File: config.mk
export PLATFORM = sky130hd
export DESIGN_NAME = i2c_led_pwm_register_port
export DESIGN_NICKNAME = d
export VERILOG_FILES = /design/src/logic/i2c_port_pkg.sv /design/src/logic/reg_bank.sv /design/src/logic/i2c_led_pwm_register_port.sv
export VERILOG_INCLUDE_DIRS = /design/src /design/src/logic
export SDC_FILE = /design/constraint.sdc
export NUM_CORES = 1
export LEC_CHECK = 0
export ABC_AREA = 1
export BUFFER_PORTS_ARGS = -buffer_cell sky130_fd_sc_hd__clkbuf_2
export CAP_MARGIN = 20
export CORE_MARGIN = 1
export CORE_UTILIZATION = 35
export CTS_CLUSTER_SIZE = 30
export DETAILED_ROUTE_END_ITERATION = 8
export GPL_TIMING_DRIVEN = 0
export PLACE_DENSITY = 0.6
export SLEW_MARGIN = 10
export SYNTH_ARGS = -nofsm -noshare
export SYNTH_HDL_FRONTEND = slang
export SYNTH_SLANG_ARGS = --single-unit
File: constraint.sdc
create_clock -name clk -period 2.24 [get_ports clk]
set_input_delay 0.112 -clock clk [delete_from_list [all_inputs] [get_ports clk]]
set_output_delay 0.112 -clock clk [all_outputs]
set_load 0.02 [all_outputs]
File: src/logic/i2c_port_defines.svh
// Register offsets, reset values, masks and widths of the I2C register port.
`ifndef I2C_PORT_DEFINES_SVH
`define I2C_PORT_DEFINES_SVH

`define ADDR_W        11
`define NUM_REGS      7
`define BIT_CNT_BYTE  4'h8
`define CTRL_CODE_RST 4'h3
`define BLK_MAPPED    3'h0

`define REG_LED3      8'hc2
`define REG_LED4      8'hc4
`define REG_LED1_LO   8'hc5
`define REG_LED1_HI   8'hc6
`define REG_LED2_LO   8'hc7
`define REG_LED2_HI   8'hc8
`define REG_SWITCH    8'hf4

`define PWM_RST       8'h65
`define PWM_HI_RST    8'h00
`define SWITCH_RST    8'h00
`define SWITCH_MASK   8'h03
`define FULL_MASK     8'hff
`define UNMAPPED_RD   8'h00

`endif

File: src/logic/i2c_port_pkg.sv
// Types shared by the I2C register port and its register bank.
package i2c_port_pkg;

  typedef logic [7:0] byte_t;

  typedef enum logic [3:0] {
    ST_IDLE, ST_CTRL, ST_CTRL_ACK, ST_WADDR, ST_WADDR_ACK,
    ST_WDATA, ST_WDATA_ACK, ST_RDATA, ST_RACK, ST_IGNORE
  } state_e;

  typedef struct packed {
    logic        en;
    logic [10:0] addr;
    byte_t       data;
  } wr_req_s;

  typedef struct packed {
    logic [15:0] led1;
    logic [15:0] led2;
    byte_t       led3;
    byte_t       led4;
    logic [1:0]  sw_en;
  } led_cfg_s;

endpackage

File: src/logic/reg_bank.sv
// Register bank holding the LED PWM compare bytes and the virtual switch byte.
`timescale 1ns/1ps
`include "i2c_port_defines.svh"

module reg_bank #(
  parameter int ADDR_W = `ADDR_W
) (
  input  wire logic                   clk,
  input  wire logic                   nrst,
  input  wire logic                   ce,
  input  wire i2c_port_pkg::wr_req_s  wr,
  input  wire logic [ADDR_W-1:0]      rd_addr,
  output i2c_port_pkg::byte_t         rd_data,
  output i2c_port_pkg::led_cfg_s      cfg
);
  import i2c_port_pkg::*;

  localparam byte_t REG_ADDR [`NUM_REGS] = '{`REG_LED3, `REG_LED4, `REG_LED1_LO, `REG_LED1_HI,
                                             `REG_LED2_LO, `REG_LED2_HI, `REG_SWITCH};
  localparam byte_t REG_RST  [`NUM_REGS] = '{`PWM_RST, `PWM_RST, `PWM_RST, `PWM_HI_RST,
                                             `PWM_RST, `PWM_HI_RST, `SWITCH_RST};
  localparam byte_t REG_MASK [`NUM_REGS] = '{`FULL_MASK, `FULL_MASK, `FULL_MASK, `FULL_MASK,
                                             `FULL_MASK, `FULL_MASK, `SWITCH_MASK};

  logic [`NUM_REGS-1:0][7:0] regs;
  byte_t                     rd_sel;

  // ****************************************
  // Storage, one byte per mapped offset.
  // ****************************************
  genvar g;
  generate
    for (g = 0; g < `NUM_REGS; g++) begin : g_reg
      byte_t q_r;
      always_ff @(posedge clk) begin
        if (!nrst) begin
          q_r <= REG_RST[g];
        end else if (ce && wr.en && wr.addr == {`BLK_MAPPED, REG_ADDR[g]}) begin
          q_r <= wr.data & REG_MASK[g];
        end
      end
      assign regs[g] = q_r;
    end
  endgenerate

  // Unmapped offsets read as zero so a stray read never floats the bus.
  always_comb begin
    rd_sel = `UNMAPPED_RD;
    for (int i = 0; i < `NUM_REGS; i++) begin
      if (rd_addr == {`BLK_MAPPED, REG_ADDR[i]}) begin
        rd_sel = regs[i];
      end
    end
  end

  always_ff @(posedge clk) begin
    if (!nrst) begin
      rd_data <= `UNMAPPED_RD;
    end else if (ce) begin
      rd_data <= rd_sel;
    end
  end

  assign cfg.led3  = regs[0];
  assign cfg.led4  = regs[1];
  assign cfg.led1  = {regs[3], regs[2]};
  assign cfg.led2  = {regs[5], regs[4]};
  assign cfg.sw_en = ~regs[6][1:0];
endmodule

File: src/logic/i2c_led_pwm_register_port.sv
// I2C target port giving access to the LED PWM and virtual switch registers.
// Overview of operation
// Control byte opens with configurable 4-bit code.
// Next three bits are block address bits.
// Last control bit: one reads, zero writes.
// Device acknowledges every accepted control byte.
// Master sends word address except current read.
// Pointer loads block bits plus word address.
// Byte write: data, acknowledge, then Stop.
// Data byte commits when its acknowledge is driven.
// Repeated Start ends write, keeps the pointer.
// Read control byte acknowledged, eight bits shifted out.
// Offset F4 bit zero disables switch zero.
// Offset F4 bit one disables switch one.
// Offsets C5/C6 hold LED1 compare, 0x65 default.
// Offsets C7/C8 hold LED2 compare, 0x65 default.
// Offset C2 holds LED3 compare, 0x65 default.
// Offset C4 holds LED4 compare, 0x65 default.
// Current address read returns byte at pointer.
// Wrong control code is ignored, no acknowledge.
`timescale 1ns/1ps
`include "i2c_port_defines.svh"

module i2c_led_pwm_register_port #(
  parameter int ADDR_W = `ADDR_W
) (
  input  wire logic                   clk,
  input  wire logic                   nrst,
  input  wire logic                   ce,
  input  wire logic [3:0]             cfg_ctrl_code,
  input  wire logic                   scl_in,
  input  wire logic                   sda_in,
  output logic                        sda_out,
  output logic                        sda_oe_n,
  output i2c_port_pkg::led_cfg_s      led_cfg,
  output logic                        switch_output_zero,
  output logic                        switch_output_one
);
  import i2c_port_pkg::*;

  // ****************************************
  // Pin synchronisers and bus events.
  // ****************************************
  logic [1:0]         scl_sync_r;
  logic [1:0]         sda_sync_r;
  logic               scl_d_r;
  logic               sda_d_r;
  logic               scl_s;
  logic               sda_s;
  logic               scl_rise;
  logic               scl_fall;
  logic               start_det;
  logic               stop_det;

  state_e             state_r;
  state_e             state_nxt;
  logic [3:0]         bit_cnt_r;
  byte_t              shift_in_r;
  byte_t              shift_out_r;
  byte_t              shift_out_nxt;
  logic               rw_r;
  logic [2:0]         blk_r;
  logic [ADDR_W-1:0]  ptr_r;
  logic               ack_clk_r;
  logic               master_ack_r;
  logic               sda_oe_n_r;
  wr_req_s            wr_r;
  byte_t              rd_data;
  logic               byte_done;
  logic               ack_done;
  logic               code_ok;
  logic               entering;

  always_ff @(posedge clk) begin
    if (!nrst) begin
      scl_sync_r <= 2'b11;
      sda_sync_r <= 2'b11;
      scl_d_r    <= 1'b1;
      sda_d_r    <= 1'b1;
    end else if (ce) begin
      scl_sync_r <= {scl_sync_r[0], scl_in};
      sda_sync_r <= {sda_sync_r[0], sda_in};
      scl_d_r    <= scl_sync_r[1];
      sda_d_r    <= sda_sync_r[1];
    end
  end

  assign scl_s     = scl_sync_r[1];
  assign sda_s     = sda_sync_r[1];
  assign scl_rise  = scl_s & ~scl_d_r;
  assign scl_fall  = ~scl_s & scl_d_r;
  assign start_det = scl_s & scl_d_r & sda_d_r & ~sda_s;
  assign stop_det  = scl_s & scl_d_r & ~sda_d_r & sda_s;

  // A byte ends on the falling edge that follows its eighth rising edge.
  assign byte_done = scl_fall && bit_cnt_r == `BIT_CNT_BYTE;
  assign ack_done  = scl_fall && ack_clk_r;
  assign code_ok   = shift_in_r[7:4] == cfg_ctrl_code;
  assign entering  = state_nxt != state_r;

  // ****************************************
  // Transaction sequencer.
  // ****************************************
  always_comb begin
    state_nxt = state_r;
    if (stop_det) begin
      state_nxt = ST_IDLE;
    end else if (start_det) begin
      state_nxt = ST_CTRL;
    end else begin
      unique case (state_r)
        ST_IDLE, ST_IGNORE: begin
          state_nxt = state_r;
        end
        ST_CTRL: begin
          if (byte_done) begin
            state_nxt = code_ok ? ST_CTRL_ACK : ST_IGNORE;
          end
        end
        ST_CTRL_ACK: begin
          if (ack_done) begin
            state_nxt = rw_r ? ST_RDATA : ST_WADDR;
          end
        end
        ST_WADDR: begin
          if (byte_done) begin
            state_nxt = ST_WADDR_ACK;
          end
        end
        ST_WADDR_ACK: begin
          if (ack_done) begin
            state_nxt = ST_WDATA;
          end
        end
        ST_WDATA: begin
          if (byte_done) begin
            state_nxt = ST_WDATA_ACK;
          end
        end
        ST_WDATA_ACK: begin
          if (ack_done) begin
            state_nxt = ST_WDATA;
          end
        end
        ST_RDATA: begin
          if (byte_done) begin
            state_nxt = ST_RACK;
          end
        end
        ST_RACK: begin
          if (ack_done) begin
            state_nxt = master_ack_r ? ST_RDATA : ST_IGNORE;
          end
        end
      endcase
    end
  end

  always_ff @(posedge clk) begin
    if (!nrst) begin
      state_r <= ST_IDLE;
    end else if (ce) begin
      state_r <= state_nxt;
    end
  end

  // Bits and the ninth clock are counted afresh in every phase.
  always_ff @(posedge clk) begin
    if (!nrst) begin
      bit_cnt_r <= 4'h0;
      ack_clk_r <= 1'b0;
    end else if (ce) begin
      if (entering) begin
        bit_cnt_r <= 4'h0;
        ack_clk_r <= 1'b0;
      end else if (scl_rise) begin
        bit_cnt_r <= 4'(bit_cnt_r + 4'h1);
        ack_clk_r <= 1'b1;
      end
    end
  end

  always_ff @(posedge clk) begin
    if (!nrst) begin
      shift_in_r   <= 8'h00;
      master_ack_r <= 1'b0;
    end else if (ce && scl_rise) begin
      shift_in_r   <= {shift_in_r[6:0], sda_s};
      master_ack_r <= ~sda_s;
    end
  end

  // ****************************************
  // Control byte fields and address pointer.
  // ****************************************
  always_ff @(posedge clk) begin
    if (!nrst) begin
      rw_r  <= 1'b0;
      blk_r <= 3'h0;
    end else if (ce && state_r == ST_CTRL && byte_done) begin
      rw_r <= shift_in_r[0];
      if (!shift_in_r[0]) begin
        blk_r <= shift_in_r[3:1];
      end
    end
  end

  // A Start never touches the pointer, so a random read finds it loaded.
  always_ff @(posedge clk) begin
    if (!nrst) begin
      ptr_r <= '0;
    end else if (ce) begin
      if (state_r == ST_WADDR && byte_done) begin
        ptr_r <= {blk_r, shift_in_r};
      end else if ((state_r == ST_WDATA || state_r == ST_RDATA) && byte_done) begin
        ptr_r <= ptr_r + 11'h001;
      end
    end
  end

  // The write goes out in the cycle the acknowledge starts to drive.
  always_ff @(posedge clk) begin
    if (!nrst) begin
      wr_r <= '0;
    end else if (ce) begin
      wr_r.en   <= state_r == ST_WDATA && byte_done;
      wr_r.addr <= ptr_r;
      wr_r.data <= shift_in_r;
    end
  end

  // ****************************************
  // Data out and acknowledge driver.
  // ****************************************
  always_comb begin
    shift_out_nxt = shift_out_r;
    if (state_nxt == ST_RDATA && entering) begin
      shift_out_nxt = rd_data;
    end else if (state_r == ST_RDATA && scl_fall) begin
      shift_out_nxt = {shift_out_r[6:0], 1'b1};
    end
  end

  always_ff @(posedge clk) begin
    if (!nrst) begin
      shift_out_r <= 8'hff;
    end else if (ce) begin
      shift_out_r <= shift_out_nxt;
    end
  end

  // Changes follow state changes and read data shifts, which only happen on falling SCL or Start/Stop.
  always_ff @(posedge clk) begin
    if (!nrst) begin
      sda_oe_n_r <= 1'b1;
    end else if (ce) begin
      unique case (state_nxt)
        ST_CTRL_ACK, ST_WADDR_ACK, ST_WDATA_ACK: begin
          sda_oe_n_r <= 1'b0;
        end
        ST_RDATA: begin
          sda_oe_n_r <= shift_out_nxt[7];
        end
        default: begin
          sda_oe_n_r <= 1'b1;
        end
      endcase
    end
  end

  assign sda_oe_n = sda_oe_n_r;
  assign sda_out  = 1'b0;

  // ****************************************
  // Register bank.
  // ****************************************
  reg_bank #(
    .ADDR_W (ADDR_W)
  ) u_bank (
    .clk     (clk),
    .nrst    (nrst),
    .ce      (ce),
    .wr      (wr_r),
    .rd_addr (ptr_r),
    .rd_data (rd_data),
    .cfg     (led_cfg)
  );

  assign switch_output_zero = led_cfg.sw_en[0];
  assign switch_output_one  = led_cfg.sw_en[1];
endmodule

# Word level (Yosys, flattened, before mapping)
# Cells that the tools add are included.
[word_totals]
register_bits = 126
in_bits = 9
out_inout_bits = 54
wordCells = 130
[classes]
add_sub_neg = 2
n_eq_ne = 30
muxes = 29
bitwise = 13
reduce_logical = 30
[ops]
columns = ["operator", "n"]
rows = [
  ["== test 11 x 8 -> 1 bit (second input constant)", 14],
  ["2-to-1 mux 8 bit", 9],
  ["2-to-1 mux 4 bit", 13],
  ["one-hot mux 4 bit (8 select lines)", 1],
  ["== test 4 x 3 -> 1 bit (second input constant)", 7],
  ["2-to-1 mux 11 bit", 2],
  ["logical AND 1 bit", 18],
  ["== test 4 x 2 -> 1 bit (second input constant)", 3],
  ["== test 4 bit (second input constant)", 3],
  ["adder 11 x 1 -> 11 bit (second input constant)", 1],
  ["AND reduction 2 bit", 4],
  ["bitwise AND 1 bit", 7],
  ["nonzero test 2 bit", 3],
  ["NOT 1 bit", 5],
  ["adder 4 x 1 -> 4 bit (second input constant)", 1],
  ["== test 4 x 1 -> 1 bit (second input constant)", 1],
  ["== test 4 bit", 1],
  ["logical NOT 4 bit", 1],
  ["inequality test 4 bit", 1],
  ["OR reduction 2 bit", 2],
  ["2-to-1 mux 3 bit", 1],
  ["OR reduction 3 bit", 1],
  ["2-to-1 mux 1 bit", 2],
  ["NOT 2 bit", 1],
  ["2 further kinds", 2],
]

# Depth between registers and ports, before layout
# Gate-level depths: netlist of run 1.
[depth]
ltp_word = 11
mapped_depth = 20

# By module
# Synthesis of run 1 repeated with hierarchy kept, for this count alone.
[unflattened]
hier_cells = 858
area_unflattened_um2 = 6211.0
[modules_own_cells]
columns = ["mod", "instances", "cells_per_inst", "area_each_um2", "seq_area_each_um2"]
rows = [
  ["i2c_led_pwm_register_port", 1, 496, 3482.1, 1361.3],
  ["reg_bank", 1, 362, 2728.9, 1161.1],
]

# Worst setup path after synthesis of run 1
# OpenSTA, ideal clock, no wires.
[synth_path]
path_type = "reg2reg"
startpoint = "register bit_cnt_r[0]"
endpoint = "register shift_out_r[1]"
arrival_time_ps = 1948
required_ps = 2117
path_slack_ps = 169
path_stages_with_launch = 19
path_buffers = 0
period_less_slack_ps = 2071
path_cell_list = "dfxtp_1 > inv_1 > ha_1 > nand2_1 > inv_1 > nand3_2 > nand2_1 > nand2_1 > nand2_1 > inv_1 > nand3_1 > nand2_2 > nand3_2 > nor3_4 > nand2_4 > nand2_4 > nand2_4 > nand2_1 > nand3_1"
[synth_between]
elab_chain_len = 10
elab_cells_between_ends = 15
classes_between = "eq/ne (3); mux (8); reduce/logical (4)"
[synth_lines]
columns = ["element", "line", "source"]
rows = [
  ["start: declaration", "i2c_led_pwm_register_port.sv:57", "logic [3:0] bit_cnt_r;"],
  ["start signal: assignment", "i2c_led_pwm_register_port.sv:177", "bit_cnt_r <= 4'(bit_cnt_r + 4'h1);"],
  ["== test 4 bit (no line) *", "n/a", ""],
  ["logical AND 1 bit (no line) *", "n/a", ""],
  ["2-to-1 mux 4 bit (on tied branches)", "n/a", ""],
  ["one-hot mux 4 bit (8 select lines) *", "i2c_led_pwm_register_port.sv:111", "unique case (state_r)"],
  ["2-to-1 mux 4 bit *", "i2c_led_pwm_register_port.sv:108", "end else if (start_det) begin"],
  ["2-to-1 mux 4 bit *", "i2c_led_pwm_register_port.sv:106", "if (stop_det) begin"],
  ["== test 4 x 3 -> 1 bit / inequality test 4 bit (equally long branches)", "i2c_led_pwm_register_port.sv:237, i2c_led_pwm_register_port.sv:99", ""],
  ["logical AND 1 bit *", "i2c_led_pwm_register_port.sv:237", "if (state_nxt == ST_RDATA && entering) begin"],
  ["nonzero test 2 bit (no line)", "n/a", ""],
  ["AND reduction 2 bit (no line)", "n/a", ""],
  ["end signal: assignment", "i2c_led_pwm_register_port.sv:248", "shift_out_r <= shift_out_nxt;"],
  ["end: declaration", "i2c_led_pwm_register_port.sv:59", "byte_t shift_out_r;"],
]
# Mark *: on every way between the ends. The rest lies on a longest branch, timed or not.
# A chain may end at the register's enable or synchronous reset.

# Worst setup path after layout of run 1
[layout_path]
startpoint = "register bit_cnt_r[0]"
endpoint = "register shift_out_r[6]"
# Same word-level chain as after synthesis.

==> impl_metrics.ini, run 1 <==
[run_status]
outcome = completed

[critical_path]
rr_startpoint = bit_cnt_r[0]$_SDFFE_PN0P_
critical_path_cell_count = 15
worstRegToRegCells = 15
critical_path_arrival_ns = 2.50
timing.critical_path.max_delay_family = simple AND/OR/NAND/NOR gates
path_class = reg2reg
crit_path_start_kind = flip-flop
crit_chain = inv_2, ha_4, nand3_2, nor2_4, nand2_1, nand3_1, nor2_1, nand3_2, nand2_2, nor3_4, nand2_4, nand2_8, nand2_8, nand2_1, nand3_1
path_buf_inv = 1
crit_path_top_delay_cell = dfxtp_2
crit_path_max_fanout = 8
required_ns = 2.54
critical_path.max_stage_delay_ns = 0.33
regToRegEndpoint = shift_out_r[6]$_SDFFE_PN1P_
r2r_setup_slack_ns = 0.04
crit_path_end_kind = flip-flop

[clock_tree]
cts_tree = done
cts-htree-levels = 4
clock_tree.buffer_depth = 2
skew_pair_late_insertion_delay_ns = 0.43
cts_root_buf = clkbuf_16
tritoncts.num_buffers = 17
clkTransAtPathRegs_ns = 0.06
clkSinkCount = 126

[detailed_routing]
vias = 6209
drc = 0
ant_nets = 0
routed_wl_microns = 19100
drt_first_pass_iters = 5
drtIter0Drc = 515
detail_route.wl_per_cell_microns = 15.9
vias_per_cell = 5.19

[yosys]
number_of_synthesis_warnings = 0
ys.flop_type = dfxtp_1
post_synth_xor_area_fraction_pct = 1.00
synthCells = 858
dominant_combinational_cell_family_by_area_after_synthesis = simple AND/OR/NAND/NOR gates
mappedNetlistArea_sq_um = 6110
synth-seq-cells = 126
synthesis.nets = 873
post_synth_and_or_nand_nor_area_fraction_pct = 26.6
fraction_of_synthesized_area_in_multiplexers_pct = 0
synth-compound-area-share_pct = 20.7
share_of_the_synthesized_area_in_the_top_cell_type_pct = 41.3
synth.top_cells.by_area = dfxtp_1 (41%), nand2_1 (11%), a21oi_1 (6.5%)
post-synth-top-area-cell = dfxtp_1
library_cells_used_by_synthesis = 41
avgSynthCellArea_sq_um = 7.13
ys_async_sr_fraction_pct = 0
synth_sequential_area_ratio_pct = 41.3
synthAdderAreaFrac_pct = 1.23
synth_enable_flop_cells = 0

[global_routing]
global_route_wire_length_before_repair_microns = 29400
grtUsageTotal_pct = 21.5
antenna_violations_before_repair = 0
grt_pass1_vias = 5541
overflow = 0
grt_start_max_net_pins = 17

[timing]
max_clock_freq_mhz = 456
fin_tns_setup_ns = 0
final-hold-violation-count = 0
setup_viol_count_final = 0
min_period_over_period_pct = 98.0
slew_viol_final = 0
rsz0062_at_grt = true
worst_slew_margin_rel_pct = 51.2
fin_worst_hold_slack_ns = 0.0276
clock-skew-final_ns = 0.00660
finalWorstPathRequiredPeriod_ns = 2.20
worst_pin_slew_ns = 0.729

[placed_design]
routabilityCongestion = 0.859
placed_area_sq_um = 6700
io_buffers = 61
hpwlAfterDp_microns = 13600

[job]
drv_cap = 0

[power]
ir_drop_v = 0.000609
power.density_nw_per_um2 = 724
cellLeakagePower_nw = 3.40

[floorplanning]
fp.coreArea_sq_um = 16800
fp-row-count = 47
dieWidth_microns = 134
die_height_microns = 134
initial_util_pct = 36.4
design.die.area_sq_um = 18000
io_pins = 63

[min_path]
path_category_of_the_worst_min_delay_check = in2reg
min_from = ce
worstHoldEndpoint = scl_d_r$_SDFFE_PN1P_
min_path_cells = 3

[cells_and_area]
final_cell_area_sq_um = 7860
final_layout_size_suffix_gt1_share_pct = 23.8
finish.net_count = 980
n_antenna_cell = 0
layout-area-overhead-vs-synth_pct = 28.6
[per-layer routing]
layer	track usage [%]	up-vias	wire, microns
met5	0	-	0
met1	28.7	2914	8910
li1	-	3085	-
met4	8.43	0	444
met2	33.6	176	8790
met3	4.61	34	930
[state kept, by name, summed over array words and instances, names as in the netlist]
signal	count
ptr_r	11
bit_cnt_r	4
state_r	4
u_bank.rd_data	8
master_ack_r	1
wr_r	20
scl_sync_r	2
shift_out_r	8
ack_clk_r	1
sda_sync_r	2
rw_r	1
sda_d_r	1
scl_d_r	1
shift_in_r	8
u_bank.g.q_r	50
sda_oe_n	1
blk_r	3
[where the power goes]
group	switching, mW	internal [mW]	total [mW]
Clock	1.07	1.66	2.73
Sequential	0.0406	2.29	2.33
Combinational	0.406	0.228	0.634
Total	1.52	4.18	5.70
[worst min-delay path: stages]
cell and delay, ns:
clkbuf_2 0.15, nand2_1 0.08, o211ai_1 0.08
[per-stage QoR]
step                util [%]  instances  setup WS, ns  total power [mW]
detailed placement      39.8       1139        -0.348              2.84
CTS                     44.5       1182       0.00272              5.64
finish                  46.7       1197        0.0449              5.70
floorplan                  -        858         0.169              2.71
global placement        39.8       1139        -0.332              2.84
global route            46.7       1197        -0.138              5.92
[how the worst max path moves through the flow]
stage	start	to	slack, ns
5_1_grt	bit_cnt_r[0]$_SDFFE_PN0P_	shift_out_r[4]$_SDFFE_PN1P_	-0.14
3_3_place_gp	ptr_r[6]$_SDFFE_PN0P_	u_bank.rd_data[7]$_SDFFE_PN0P_	-0.33
2_1_floorplan	bit_cnt_r[0]$_SDFFE_PN0P_	shift_out_r[1]$_SDFFE_PN1P_	0.17
4_1_cts	wr_r[16]$_SDFFE_PN0P_	u_bank.g_reg[3].q_r[6]$_SDFFE_PN0P_	0.003
6_report	bit_cnt_r[0]$_SDFFE_PN0P_	shift_out_r[6]$_SDFFE_PN1P_	0.04
3_5_place_dp	ptr_r[0]$_SDFFE_PN0P_	u_bank.rd_data[7]$_SDFFE_PN0P_	-0.35
[cell type report]
| cell class | instances | area, sq um |
|---|---|---|
| inverter | 100 | 383 |
| clock buffer | 18 | 439 |
| clock inverter | 13 | 141 |
| multi-input combinational | 595 | 3350 |
| tap | 220 | 275 |
| sequential | 126 | 2540 |
| buffer | 38 | 204 |
| timing repair buffer | 87 | 534 |
| fill | 1716 | 8960 |
[repair_timing]
| item | 4_1_cts | 5_1_grt |
|---|---|---|
| hold endpoints to repair | 2 | 0 |
| resized for setup | 25 | 82 |
| cloned | 1 | 0 |
| pin swaps | 9 | 34 |
| setup buffers | 9 | 15 |
| hold buffers | 2 | 0 |
| endpoints found under the setup margin | 32 | 49 |
[cells by family after synthesis]
kind of cell / after synthesis
compound gates: 219
flops: 126
simple gates: 361
other cells: 1
buf+inv: 138
xor+xnor: 7
fa+ha+maj: 6
[cell usage after synthesis, types with 3 or more instances]
master,instances
nand3_1,57
nor2_1,77
nor3_1,8
ha_1,6
o221ai_1,4
or2_2,3
o21ai_1,4
nor3_2,3
a31oi_1,3
dfxtp_1,126
a21oi_1,80
nand2_4,5
nor2_2,5
inv_1,90
buf_4,6
inv_2,10
nand2_2,9
nand2_1,176
a211oi_1,22
xor2_1,6
a221oi_1,4
nand3_2,4
o211ai_1,21
nand4_1,7
o21ai_0,74
clkbuf_1,26
[layout by cell type (no fill, tap or decap), types with 5 or more instances in the layout]
cell	synthesis	layout
clkbuf_2	0	66
a211oi_1	22	22
nor3_1	8	6
nand3_2	4	13
clkbuf_1	26	19
dfxtp_2	0	6
ha_1	6	5
nor2_2	5	5
buf_4	6	25
nand2_1	176	162
nand2_4	5	8
nor2_4	2	12
nand3_1	57	46
nor3_4	2	6
inv_2	10	12
a21oi_1	80	78
nand2_2	9	18
nand4_1	7	7
dfxtp_1	126	118
o21ai_0	74	73
clkbuf_16	0	17
o211ai_1	21	21
xor2_1	6	6
nor2_1	77	67
inv_1	90	85
(Power assumes the default switching activity.)
==> run 2, diff against run 1 <==
CORE_UTILIZATION = 46   (was 35)
PLACE_DENSITY = 0.73   (was 0.6)
==> run 2 against run 1 <==
Register-to-register slack worse by 0.05 ns. Utilization rose by 15 points. Largest cell class unchanged. Sequential power is essentially flat. Clock skew increased by 0.0019 ns. Sequential share of layout area is 0.16 points higher. The run now ends with setup timing left. Critical endpoint is now shift_out_r[1]$_SDFFE_PN1P_.
==> impl_metrics.ini, run 2 (synthesized netlist as in run 1, its figures left out) <==
[critical_path]
worstRegToRegCells = 19
worst_path_most_repeated_cell = nand2_2
critical_path.max_stage_delay_ns = 0.35
crit_path_end_kind = flip-flop
critical_path_arrival_ns = 2.55
crit_path_start_kind = flip-flop
required_ns = 2.54
path_class = reg2reg
crit_path_max_fanout = 8
crit_chain = inv_4, ha_4, nand3_4, nor2_4, nand2_2, o21ai_1, nor2_1, nand2_1, nand2_2, nand2_1, nand2_1, nand2_2, nor2_4, nand2_4, nand2_4, nand2_8, nand2_8, nand2_2, nand3_2
crit_path_top_delay_cell = dfxtp_4

[global_routing]
antenna_violations_before_repair = 0
grt_pass1_vias = 5564
overflow = 0
global_route_wire_length_before_repair_microns = 28200
grt_start_max_net_pins = 17
grtUsageTotal_pct = 27.4

[clock_tree]
cts_tree = done
clock_tree.buffer_depth = 2
cts_root_buf = clkbuf_16
skew_pair_late_insertion_delay_ns = 0.42
tritoncts.num_buffers = 17
clkSinkCount = 126
cts-htree-levels = 4
clkTransAtPathRegs_ns = 0.06

[power]
power_frac_clock_pct = 46.5
power.share.combinational_pct = 11.6
internal-power_mw = 4.08
power.switching_fraction_pct = 26.6
power_frac_seq_pct = 41.9
ir_drop_v = 0.000639
cellLeakagePower_nw = 3.39
total_power_mw = 5.56
power.density_nw_per_um2 = 710
power.switching_mw = 1.48

[cells_and_area]
layout-area-overhead-vs-synth_pct = 28.1
post-route-util_pct = 61.3
finish.net_count = 977
max_flop_register = u_bank.g.q_r
largest_reg_flops = 50
final_layout_size_suffix_gt1_share_pct = 24.8
most_common_cell_after_layout_fill_and_taps_aside = nand2_1
fin_cells = 1147
layout_top_registers = u_bank.g.q_r (50), wr_r (20), ptr_r (11)
mostFrequentLayoutCells = nand2_1 (158), dfxtp_1 (118), inv_1 (84)
n_antenna_cell = 0

[detailed_routing]
drc = 0
detail_route.wl_per_cell_microns = 16.3
topRoutingLayerUsed = met4
vias = 6326
vias_per_cell = 5.52
met2WireLength_microns = 8710
drtIter0Drc = 807
routed_wl_microns = 18700
drt_first_pass_iters = 6
m1WireLength_microns = 8150
ant_nets = 0
dr_wl_met3_microns = 1280

[job]
drv_cap = 0

[timing]
rsz0062_at_grt = true
slew_viol_final = 0
min_period_over_period_pct = 100
final-hold-violation-count = 0
max_clock_freq_mhz = 445
postLayoutSetupSlackWorst_ns = -0.00820
finalWorstPathRequiredPeriod_ns = 2.25
setup_viol_count_final = 1
clock-skew-final_ns = 0.00851
worst_slew_margin_rel_pct = 49.2
worst_pin_slew_ns = 0.760
fin_tns_setup_ns = -0.00820

[placed_design]
io_buffers = 61
hpwlAfterDp_microns = 12800
dp_worst_setup_slack_ns = -0.321
routabilityCongestion = 0.949
place_inst = 1091

[floorplanning]
dieWidth_microns = 117
fp-row-count = 41
die_height_microns = 117
initial_util_pct = 47.9
design.die.area_sq_um = 13800
fp.coreArea_sq_um = 12800
io_pins = 63

[min_path]
min_path_cells = 3
path_category_of_the_worst_min_delay_check = in2reg

[run_status]
failed_checks = setup timing
outcome = finished with violations
==> run 2: changes by cell type in the layout (fill, tap and decap cells not counted), moves of 2 or more <==
cell      before  now
buf_4         25   21
nand2_1      162  158
nand2_2       18   22
nand3_1       46   42
a21oi_1       78   75
clkbuf_1      19   22
nand3_4        2    5
nor2_4        12    9
a21oi_2        2    4
inv_6          2    0
nor2_2         5    7
o21ai_0       73   71
o21ai_2        1    3
==> run 2: routing by layer <==
metal	GRT usage (%)	vias up
met1	36.0	2942
met3	5.66	46
met5	0	-
met4	11.8	0
li1	-	3070
met2	43.3	268
==> run 2: per-stage QoR <==
stage	hold slack, ns	instance area (sq um)
CTS	0.0477	7390
finish	0.0522	7830
floorplan	0.234	6110
global route	0.0700	7830
detailed placement	0.345	6640
global placement	0.343	6640
==> run 2: path summary, 6_finish.rpt <==
path	slack [ns]	to	startpoint
max	-0.008	shift_out_r[1]$_SDFFE_PN1P_	bit_cnt_r[0]$_SDFFE_PN0P_
min reg2reg	0.47	scl_sync_r[0]$_SDFFE_PN1P_	scl_sync_r[0]$_SDFFE_PN1P_
min	0.05	scl_d_r$_SDFFE_PN1P_	ce
max reg2reg	-0.008	shift_out_r[1]$_SDFFE_PN1P_	bit_cnt_r[0]$_SDFFE_PN0P_
==> run 2: power groups by stage <==
stage	Sequential (mW)	Clock, mW	Combinational (mW)
floorplan	2.36	0	0.344
finish	2.33	2.59	0.645
global placement	2.37	0	0.460
global route	2.33	2.72	0.692
CTS	2.32	2.60	0.525
detailed placement	2.37	0	0.466
==> run 2: critical path: cells and delay by family (launching register included) <==
kind            cells  cell delay [ns]
simple gates       16             1.48
flops               1             0.35
fa+ha+maj           1             0.14
buf+inv             1             0.06
compound gates      1             0.09
==> run 2: cell type report <==
class                   instances  area (sq um)
plain buffers                  38           201
well taps                     172           215
repair buffers                 84           538
clock buffers                  22           464
flip-flops and latches        126          2540
clock inverters                10          90.1
inverters                     100           383
fillers                      1074          4940
multi-input cells             595          3400
==> run 2: timing repair <==
action,in CTS,in global routing
hold buffers,2,0
buffers inserted,8,12
hold endpoints to repair,2,0
gates resized for setup,25,96
gates cloned,1,1
pin swaps,10,39
setup endpoints to repair,25,51
